**config.mk**
```make
export PLATFORM = sky130hd
export DESIGN_NAME = scip_core
export DESIGN_NICKNAME = d
export VERILOG_FILES = /design/src/inc/scip_pkg.sv /design/src/hdl/scip_core.sv
export SDC_FILE = /design/constraint.sdc
export NUM_CORES = 1
export LEC_CHECK = 0
export ABC_AREA = 1
export BUFFER_PORTS_ARGS = -buffer_cell sky130_fd_sc_hd__buf_2
export CAP_MARGIN = 5
export CORE_UTILIZATION = 50
export CTS_BUF_LIST = sky130_fd_sc_hd__clkbuf_4 sky130_fd_sc_hd__clkbuf_8
export DETAILED_ROUTE_END_ITERATION = 8
export GPL_TIMING_DRIVEN = 0
export HOLD_SLACK_MARGIN = 0.15
export PLACE_DENSITY = 0.81
export SYNTH_ARGS = -nofsm -noshare
export SYNTH_HDL_FRONTEND = slang
export SYNTH_SLANG_ARGS = --single-unit
```
**constraint.sdc**
```tcl
create_clock -name i_clock -period 1.7 [get_ports i_clock]
set_clock_uncertainty 0.15 [all_clocks]
set_input_delay 0.34 -clock i_clock [delete_from_list [all_inputs] [get_ports i_clock]]
set_output_delay 0.34 -clock i_clock [all_outputs]
set_load 0.02 [all_outputs]
```
**src/inc/scip_pkg.sv**
```systemverilog
package scip_pkg;
  // Event vector layout
  localparam int EV_BAT_UV      = 0;
  localparam int EV_SUP_LOW     = 1;
  localparam int EV_AUX_TMO     = 2;
  localparam int EV_ANA_TMO     = 3;
  localparam int EV_BUS_TSD     = 4;
  localparam int EV_PRE_TW      = 5;
  localparam int EV_CORE_TW     = 6;
  localparam int EV_ANA_TW      = 7;
  localparam int EV_BOB_CHG     = 8;
  localparam int EV_PRE_EN_CHG  = 9;
  localparam int EV_CORE_EN_CHG = 10;
  localparam int EV_BUS_WAKE    = 11;
  localparam int EV_TXD_DOM     = 12;
  localparam int EV_RXD_REC     = 13;
  localparam int EV_BUS_DOM     = 14;
  localparam int EV_SHORT0      = 15;
  localparam int EV_INT_REQ     = 19;
  localparam int EV_SPI_CRC     = 20;
  localparam int EV_SPI_CLK     = 21;
  localparam int EV_SPI_REQ     = 22;
  localparam int EV_SPI_PAR     = 23;
  localparam int EV_GP_CHG0     = 24;
  localparam int EV_GP_WAKE0    = 30;
  localparam int NUM_EV         = 36;
  localparam int NUM_SHORT      = 4;
  localparam int NUM_GP         = 6;
  localparam int PULSE_W        = 8;
  localparam int SPI_BITS       = 16;
  localparam logic [PULSE_W-1:0] PULSE_DEF = 8'h0A;
  localparam logic [4:0]         SPI_BITS_V = 5'h10;
  typedef enum logic [1:0] {ST_IDLE, ST_PULSE, ST_GAP} scip_state_t;
endpackage : scip_pkg

```
**src/hdl/scip_core.sv**
```systemverilog
// Overview of operation
// - Unmasked event gives one low pulse
// - Init-time config sets pulse mode, width
// - Masked sources never start a pulse
// - Each I/O line state change raises event
// - Each I/O line wake gives own event
// - CAN bus wake raises event
// - Transmit input dominant clamp raises event
// - Receive line recessive clamp raises event
// - Bus dominant clamp raises event
// - Four wire short flags, battery and ground
// - Host command requests an interrupt pulse
// - Main-state frame clock count not sixteen flags error
// - Invalid access raises request error
// - Main-state frame parity mismatch raises event
// - Secured check failure raises event
// - Battery under 8.5V raises event
// - Supply under 7V raises event
// - Limit duration expiry raises event, with external pass device only
// - Bus supply shutdown event, restart auto
// - Buck/boost state reported as source
// - Converter activation states reported
// - Per pass transistor temperature warning
`timescale 1ns/10ps
`default_nettype none
module scip_core
  import scip_pkg::*;
#(
  parameter logic [PULSE_W-1:0] P_PULSE_DEF = PULSE_DEF
) (
  input  wire logic              i_clock,
  input  wire logic              i_rst_n,
  input  wire logic              i_battery_sense_undervoltage,
  input  wire logic              i_supply_input_low,
  input  wire logic              i_ext_pass_used,
  input  wire logic              i_aux_rail_limit_timeout,
  input  wire logic              i_analog_rail_limit_timeout,
  input  wire logic              i_bus_supply_thermal_shutdown,
  input  wire logic              i_prereg_temp_warning,
  input  wire logic              i_core_reg_temp_warning,
  input  wire logic              i_analog_rail_temp_warning,
  input  wire logic              i_prereg_buck_boost_state,
  input  wire logic              i_prereg_enabled,
  input  wire logic              i_core_reg_enabled,
  input  wire logic              i_bus_wake_event,
  input  wire logic              i_txd_dominant_clamp,
  input  wire logic              i_rxd_recessive_clamp,
  input  wire logic              i_bus_dominant_clamp,
  input  wire logic              i_low_wire_short_battery,
  input  wire logic              i_low_wire_short_ground,
  input  wire logic              i_high_wire_short_battery,
  input  wire logic              i_high_wire_short_ground,
  input  wire logic [NUM_GP-1:0] i_gp_line,
  input  wire logic [NUM_GP-1:0] i_gp_line_wake,
  input  wire logic              i_irq_request,
  input  wire logic              i_frame_done,
  input  wire logic [4:0]        i_frame_clocks,
  input  wire logic              i_main_state,
  input  wire logic              i_parity_bad,
  input  wire logic              i_secure_bad,
  input  wire logic              i_access_bad,
  input  wire logic              i_init_phase,
  input  wire logic              i_cfg_write,
  input  wire logic              i_cfg_disable,
  input  wire logic [PULSE_W-1:0] i_cfg_pulse_len,
  input  wire logic [NUM_EV-1:0] i_mask,
  input  wire logic [NUM_EV-1:0] i_status_read,
  output logic                   o_irq_out_n,
  output logic [NUM_EV-1:0]      o_flags,
  output logic                   o_bus_supply_off
);

  // Positions in the synchronised pin vector
  localparam int AN_BAT_UV   = 0;
  localparam int AN_SUP_LOW  = 1;
  localparam int AN_AUX_TMO  = 2;
  localparam int AN_ANA_TMO  = 3;
  localparam int AN_BUS_TSD  = 4;
  localparam int AN_PRE_TW   = 5;
  localparam int AN_CORE_TW  = 6;
  localparam int AN_ANA_TW   = 7;
  localparam int AN_BOB      = 8;
  localparam int AN_PRE_EN   = 9;
  localparam int AN_CORE_EN  = 10;
  localparam int AN_BUS_WAKE = 11;
  localparam int AN_TXD_DOM  = 12;
  localparam int AN_RXD_REC  = 13;
  localparam int AN_BUS_DOM  = 14;
  localparam int AN_SHORT0   = 15;
  localparam int AN_EXT_PASS = 19;
  localparam int NUM_AN      = 20;
  // Synchroniser fill time; edges seen before it come from reset, not pins
  localparam logic [1:0] WARM_DONE = 2'h3;

  typedef struct packed {
    scip_state_t         st;
    logic [PULSE_W-1:0]  cnt;
    logic [PULSE_W-1:0]  len;
    logic                dis;
    logic [NUM_EV-1:0]   flags;
    logic [NUM_EV-1:0]   pend;
    logic [NUM_GP-1:0]   gp_s1;
    logic [NUM_GP-1:0]   gp_s2;
    logic [NUM_GP-1:0]   gp_old;
    logic [NUM_GP-1:0]   wk_s1;
    logic [NUM_GP-1:0]   wk_s2;
    logic [NUM_GP-1:0]   wk_old;
    logic [NUM_AN-1:0]   an_s1;
    logic [NUM_AN-1:0]   an_s2;
    logic [NUM_AN-1:0]   an_old;
    logic [1:0]          warm;
    logic                irq_n;
    logic                bus_off;
  } scip_regs_t;

  scip_regs_t regs_ff;
  scip_regs_t nxt_regs;

  logic [NUM_AN-1:0] an_raw;
  logic [NUM_AN-1:0] an_now;
  logic [NUM_AN-1:0] an_was;
  logic              aux_tmo_now;
  logic              aux_tmo_was;
  logic              ana_tmo_now;
  logic              ana_tmo_was;
  logic              sync_ok;
  logic              frame_crc_bad;
  logic              frame_clk_bad;
  logic              frame_req_bad;
  logic              frame_par_bad;
  logic [NUM_EV-1:0] ev;

  // Rising edge of a synchronised level
  function automatic logic rise(input logic now, input logic old);
    rise = now & ~old;
  endfunction

  // Either edge of a synchronised level
  function automatic logic flip(input logic now, input logic old);
    flip = now ^ old;
  endfunction

  // Pin levels into the synchroniser
  always_comb begin
    an_raw                = '0;
    an_raw[AN_BAT_UV]     = i_battery_sense_undervoltage;
    an_raw[AN_SUP_LOW]    = i_supply_input_low;
    an_raw[AN_AUX_TMO]    = i_aux_rail_limit_timeout;
    an_raw[AN_ANA_TMO]    = i_analog_rail_limit_timeout;
    an_raw[AN_BUS_TSD]    = i_bus_supply_thermal_shutdown;
    an_raw[AN_PRE_TW]     = i_prereg_temp_warning;
    an_raw[AN_CORE_TW]    = i_core_reg_temp_warning;
    an_raw[AN_ANA_TW]     = i_analog_rail_temp_warning;
    an_raw[AN_BOB]        = i_prereg_buck_boost_state;
    an_raw[AN_PRE_EN]     = i_prereg_enabled;
    an_raw[AN_CORE_EN]    = i_core_reg_enabled;
    an_raw[AN_BUS_WAKE]   = i_bus_wake_event;
    an_raw[AN_TXD_DOM]    = i_txd_dominant_clamp;
    an_raw[AN_RXD_REC]    = i_rxd_recessive_clamp;
    an_raw[AN_BUS_DOM]    = i_bus_dominant_clamp;
    an_raw[AN_SHORT0]     = i_low_wire_short_battery;
    an_raw[AN_SHORT0+1]   = i_low_wire_short_ground;
    an_raw[AN_SHORT0+2]   = i_high_wire_short_battery;
    an_raw[AN_SHORT0+3]   = i_high_wire_short_ground;
    an_raw[AN_EXT_PASS]   = i_ext_pass_used;
  end

  // Limit timeouts count only with the external pass device
  assign an_now      = regs_ff.an_s2;
  assign an_was      = regs_ff.an_old;
  assign aux_tmo_now = an_now[AN_AUX_TMO] & an_now[AN_EXT_PASS];
  assign aux_tmo_was = an_was[AN_AUX_TMO] & an_was[AN_EXT_PASS];
  assign ana_tmo_now = an_now[AN_ANA_TMO] & an_now[AN_EXT_PASS];
  assign ana_tmo_was = an_was[AN_ANA_TMO] & an_was[AN_EXT_PASS];
  assign sync_ok     = (regs_ff.warm == WARM_DONE);

  // Serial frame checks at frame end
  assign frame_crc_bad = i_frame_done & i_secure_bad;
  assign frame_clk_bad = i_frame_done & i_main_state & (i_frame_clocks != SPI_BITS_V);
  assign frame_req_bad = i_frame_done & i_access_bad;
  assign frame_par_bad = i_frame_done & i_main_state & i_parity_bad;

  // Event detection
  always_comb begin
    ev                 = '0;
    ev[EV_BAT_UV]      = rise(an_now[AN_BAT_UV], an_was[AN_BAT_UV]);
    ev[EV_SUP_LOW]     = rise(an_now[AN_SUP_LOW], an_was[AN_SUP_LOW]);
    ev[EV_AUX_TMO]     = rise(aux_tmo_now, aux_tmo_was);
    ev[EV_ANA_TMO]     = rise(ana_tmo_now, ana_tmo_was);
    ev[EV_BUS_TSD]     = rise(an_now[AN_BUS_TSD], an_was[AN_BUS_TSD]);
    ev[EV_PRE_TW]      = rise(an_now[AN_PRE_TW], an_was[AN_PRE_TW]);
    ev[EV_CORE_TW]     = rise(an_now[AN_CORE_TW], an_was[AN_CORE_TW]);
    ev[EV_ANA_TW]      = rise(an_now[AN_ANA_TW], an_was[AN_ANA_TW]);
    ev[EV_BOB_CHG]     = flip(an_now[AN_BOB], an_was[AN_BOB]);
    ev[EV_PRE_EN_CHG]  = flip(an_now[AN_PRE_EN], an_was[AN_PRE_EN]);
    ev[EV_CORE_EN_CHG] = flip(an_now[AN_CORE_EN], an_was[AN_CORE_EN]);
    ev[EV_BUS_WAKE]    = rise(an_now[AN_BUS_WAKE], an_was[AN_BUS_WAKE]);
    ev[EV_TXD_DOM]     = rise(an_now[AN_TXD_DOM], an_was[AN_TXD_DOM]);
    ev[EV_RXD_REC]     = rise(an_now[AN_RXD_REC], an_was[AN_RXD_REC]);
    ev[EV_BUS_DOM]     = rise(an_now[AN_BUS_DOM], an_was[AN_BUS_DOM]);
    for (int k = 0; k < NUM_SHORT; k++) begin
      ev[EV_SHORT0+k] = rise(an_now[AN_SHORT0+k], an_was[AN_SHORT0+k]);
    end
    for (int k = 0; k < NUM_GP; k++) begin
      ev[EV_GP_CHG0+k]  = flip(regs_ff.gp_s2[k], regs_ff.gp_old[k]);
      ev[EV_GP_WAKE0+k] = rise(regs_ff.wk_s2[k], regs_ff.wk_old[k]);
    end
    if (!sync_ok) begin
      ev = '0;
    end
    ev[EV_INT_REQ]     = i_irq_request;
    ev[EV_SPI_CRC]     = frame_crc_bad;
    ev[EV_SPI_CLK]     = frame_clk_bad;
    ev[EV_SPI_REQ]     = frame_req_bad;
    ev[EV_SPI_PAR]     = frame_par_bad;
  end

  // Next state
  always_comb begin
    nxt_regs        = regs_ff;
    nxt_regs.gp_s1  = i_gp_line;
    nxt_regs.gp_s2  = regs_ff.gp_s1;
    nxt_regs.gp_old = regs_ff.gp_s2;
    nxt_regs.wk_s1  = i_gp_line_wake;
    nxt_regs.wk_s2  = regs_ff.wk_s1;
    nxt_regs.wk_old = regs_ff.wk_s2;
    nxt_regs.an_s1  = an_raw;
    nxt_regs.an_s2  = regs_ff.an_s1;
    nxt_regs.an_old = regs_ff.an_s2;
    if (!sync_ok) begin
      nxt_regs.warm = regs_ff.warm + 2'h1;
    end
    nxt_regs.bus_off = regs_ff.an_s2[AN_BUS_TSD];
    // Hold flags until read; a new event wins over the read
    nxt_regs.flags = (regs_ff.flags & ~i_status_read) | ev;
    if (i_init_phase && i_cfg_write) begin
      nxt_regs.dis = i_cfg_disable;
      nxt_regs.len = (i_cfg_pulse_len == '0) ? PULSE_W'(1) : i_cfg_pulse_len;
    end
    nxt_regs.pend = regs_ff.pend | (ev & ~i_mask);
    unique case (regs_ff.st)
      ST_IDLE: begin
        nxt_regs.irq_n = 1'b1;
        if (regs_ff.pend != '0) begin
          nxt_regs.pend  = ev & ~i_mask;
          if (!regs_ff.dis) begin
            nxt_regs.st    = ST_PULSE;
            nxt_regs.irq_n = 1'b0;
            nxt_regs.cnt   = regs_ff.len;
          end
        end
      end
      ST_PULSE: begin
        nxt_regs.cnt = regs_ff.cnt - PULSE_W'(1);
        if (regs_ff.cnt == PULSE_W'(1)) begin
          nxt_regs.st    = ST_GAP;
          nxt_regs.irq_n = 1'b1;
        end
      end
      ST_GAP: begin
        nxt_regs.st    = ST_IDLE;
        nxt_regs.irq_n = 1'b1;
      end
      default: begin
        nxt_regs.st    = ST_IDLE;
        nxt_regs.irq_n = 1'b1;
      end
    endcase
  end

  // State register
  always_ff @(posedge i_clock or negedge i_rst_n) begin
    if (!i_rst_n) begin
      regs_ff.st      <= ST_IDLE;
      regs_ff.cnt     <= '0;
      regs_ff.len     <= P_PULSE_DEF;
      regs_ff.dis     <= 1'b0;
      regs_ff.flags   <= '0;
      regs_ff.pend    <= '0;
      regs_ff.gp_s1   <= '0;
      regs_ff.gp_s2   <= '0;
      regs_ff.gp_old  <= '0;
      regs_ff.wk_s1   <= '0;
      regs_ff.wk_s2   <= '0;
      regs_ff.wk_old  <= '0;
      regs_ff.an_s1   <= '0;
      regs_ff.an_s2   <= '0;
      regs_ff.an_old  <= '0;
      regs_ff.warm    <= '0;
      regs_ff.irq_n   <= 1'b1;
      regs_ff.bus_off <= 1'b0;
    end else begin
      regs_ff <= nxt_regs;
    end
  end

  assign o_irq_out_n      = regs_ff.irq_n;
  assign o_flags          = regs_ff.flags;
  assign o_bus_supply_off = regs_ff.bus_off;

endmodule : scip_core
`default_nettype wire

```
==> flow_summary.toml <==
[run_status]
status = "finished clean"

[logic_synthesis]
synth_top_area_share = 0.677
yosys.area.top_type = "dfrtp_1"
syn_inst = 622
yosysWarnings = 0
ys_ff_latch = 190
synth-seq-area-share = 0.688
yosysUniqueCellTypes = 28
syn_nets = 753
syn_area_per_cell_um2 = 11.1
synth_area_leaders = "dfrtp_1 68%, inv_1 5.3%, nand2_1 4.9%"
syn_area_um2 = 6910

[grt]
grt_usage = 0.262
antenna_found_initial = 2
grt_max_degree = 107
grt_pass1_vias = 5837
grt-ovfl-total = 0
grt_pass1_wl_um = 28100

[floorplanning]
dieArea_um2 = 14300
die_w_um = 120
start_util = 0.518
rows = 42
die_h_um = 120
num_io_pins = 166
core_area_um2 = 13300

[setup_path]
cp_slowest_cell = "dfrtp_1"
crit_top_cell = "buf_4"
crit_path_max_incr_delay_ps = 410
worstPathCellList = "buf_4, buf_4"
critical_path.top_delay_family = "flip-flops"
critPathKind = "reg2out"
critPathRequiredTime_ps = 1210
arrival_ps = 1160
critPathBufInv = 2
cp-end-kind = "primary output"
cp-start-kind = "flop"
crit_fanout = 2

[route]
drc_errors = 0
first_pass_iters = 4
routedWlPerCell_um = 15.8
vias = 5432
drt_iter0_markers = 254
routed_wl_um = 17900
vias_per_cell = 4.78
antenna_left = 0

[clock_tree]
root_buffer = "clkbuf_8"
numCtsBuffers = 17
worstSkewPairLatency_ps = 470
clk_pin_slew_worst_paths_ps = 100
cts_max_level = 4
cts.sinks = 190
cts_buffer_depth = 2
tritoncts = "yes"

[layout]
layout.nets = 1076
drive_gt1_frac = 0.297
final_cell_mix = "187 x dfrtp_1, 163 x buf_2, 130 x dlygate4sd3_1"
layout_commonest_cell = "dfrtp_1"
areaGrowthSynthToFinish_pct = 42.9
final_cell_count_no_fill = 1136

[pwr]
p_seq_frac = 0.488
p_total_w = 0.0119
sw_frac_of_total = 0.320
cellInternalPower_w = 0.00806
power.switching_w = 0.00379
power.share.combinational = 0.243
max-vdd-ir-drop_mv = 1.09
cellPowerDensity_nw_per_um2 = 1200
p_leak_nw = 5.00
clkPwrFrac = 0.269

[placement]
finalWeightedCongestion = 0.825
dp_hpwl_um = 9680
dpl.cell_count = 964
port_buffers = 165

[sta]
slew_headroom = 0.584
tightest_slew_ps = 624
fmaxAchievable_ghz = 0.605
timing.final.crit_period_ps = 1650
setup_viol = 0
hold_viol = 0
fin_crit_sh = 0.972
rsz0062_at_grt = "true"
slew_violations = 0

[flow_run]
max_cap_violations = 0

[min_path]
hp-class = "reg2reg"
==> layer usage <==
| metal | wire length (um) | track usage | part of all wire |
|---|---|---|---|
| met2 | 9650 | 0.481 | 0.54 |
| met4 | 427 | 0.0992 | 0.024 |
| met5 | 0 | 0 | 0 |
| met3 | 828 | 0.0637 | 0.046 |
| met1 | 7010 | 0.293 | 0.39 |
==> cells in the mapped netlist <==
master / instances
nor2_4: 1
xnor2_1: 2
a31oi_1: 1
nand2_2: 3
o21ai_1: 3
inv_1: 98
o21ai_0: 47
nand4_1: 3
ha_1: 3
nand3_1: 18
nand2_1: 90
nor3_1: 10
nand3_2: 1
nor2_2: 8
inv_2: 5
buf_4: 37
nor2_1: 33
dfrtp_1: 187
buf_2: 6
xor2_1: 1
clkbuf_1: 1
nand3b_1: 21
a21oi_1: 1
nand2_4: 1
o22ai_1: 33
o21bai_4: 1
dfstp_2: 3
nor4_1: 4
==> power by group through the flow <==
stage / clock network [W] / logic, W / registers (W)
floorplan: 0 / 0.00164 / 0.00570
global placement: 0 / 0.00225 / 0.00576
detailed placement: 0 / 0.00234 / 0.00581
CTS: 0.00322 / 0.00264 / 0.00573
global route: 0.00342 / 0.00319 / 0.00586
finish: 0.00319 / 0.00288 / 0.00578
==> repair_timing <==
item,4_1_cts,5_1_grt
setup buffers,1,9
gates resized for setup,2,22
hold endpoints to repair,197,0
pin swaps,1,9
hold buffers,130,0
endpoints found under the setup margin,25,26
==> area by class of cell <==
type	instances	area, um^2
plain buffers	42	303
diodes	2	5.00
fillers	876	3470
well taps	176	220
inverters	103	387
multi-input cells	285	1500
clock inverters	15	195
clock buffers	17	234
flip-flops and latches	190	4760
repair buffers	306	2280
==> logic make-up (layout without fill, tap and decap cells) <==
family / count (synthesis) / count (layout) / share of synthesized area
adder cells (fa/ha/maj): 3 / 3 / 0.00543
AO/OA/AOI/OAI: 86 / 86 / 0.0704
XOR/XNOR: 3 / 3 / 0.00380
AND/OR/NAND/NOR: 193 / 193 / 0.131
buffers and inverters: 147 / 483 / 0.101
flip-flops: 190 / 190 / 0.688
other: 0 / 2 / 0
==> through the flow <==
step / setup TNS [ps] / utilization / hold WS, ps / area, um^2 / worst slack (ps)
after floorplan: 0 / - / -106 / 6910 / 286
after global placement: -521010 / 0.596 / 181 / 7960 / -2770
after detailed placement: -500 / 0.599 / 185 / 8000 / -65.5
after CTS: 0 / 0.730 / 162 / 9750 / 14.9
after global routing: -235 / 0.740 / 210 / 9880 / -39.8
final: 0 / 0.740 / 198 / 9880 / 47.3
==> final timing paths <==
path | start | end | slack, ps | cells after the start
max | o_flags[13] | o_flags[13] | 50 | 2
min | nxt_regs[38] | an_now[14] | 200 | 0
max reg2reg | regs_ff[105] | regs_ff[184] | 70 | 8
min reg2reg | nxt_regs[38] | an_now[14] | 200 | 0
max in group asynchronous | i_rst_n | regs_ff[84] | 170 | 3
min in group asynchronous | i_rst_n | regs_ff[107] | 310 | 2
==> sequential cells by signal, summed over array words and instances (netlist names) <==
name         flops
an_was          20
nxt_regs        44
regs_ff         69
o_flags         36
o_irq_out_n      1
an_now          20
Power figures use the tool's default switching activity.
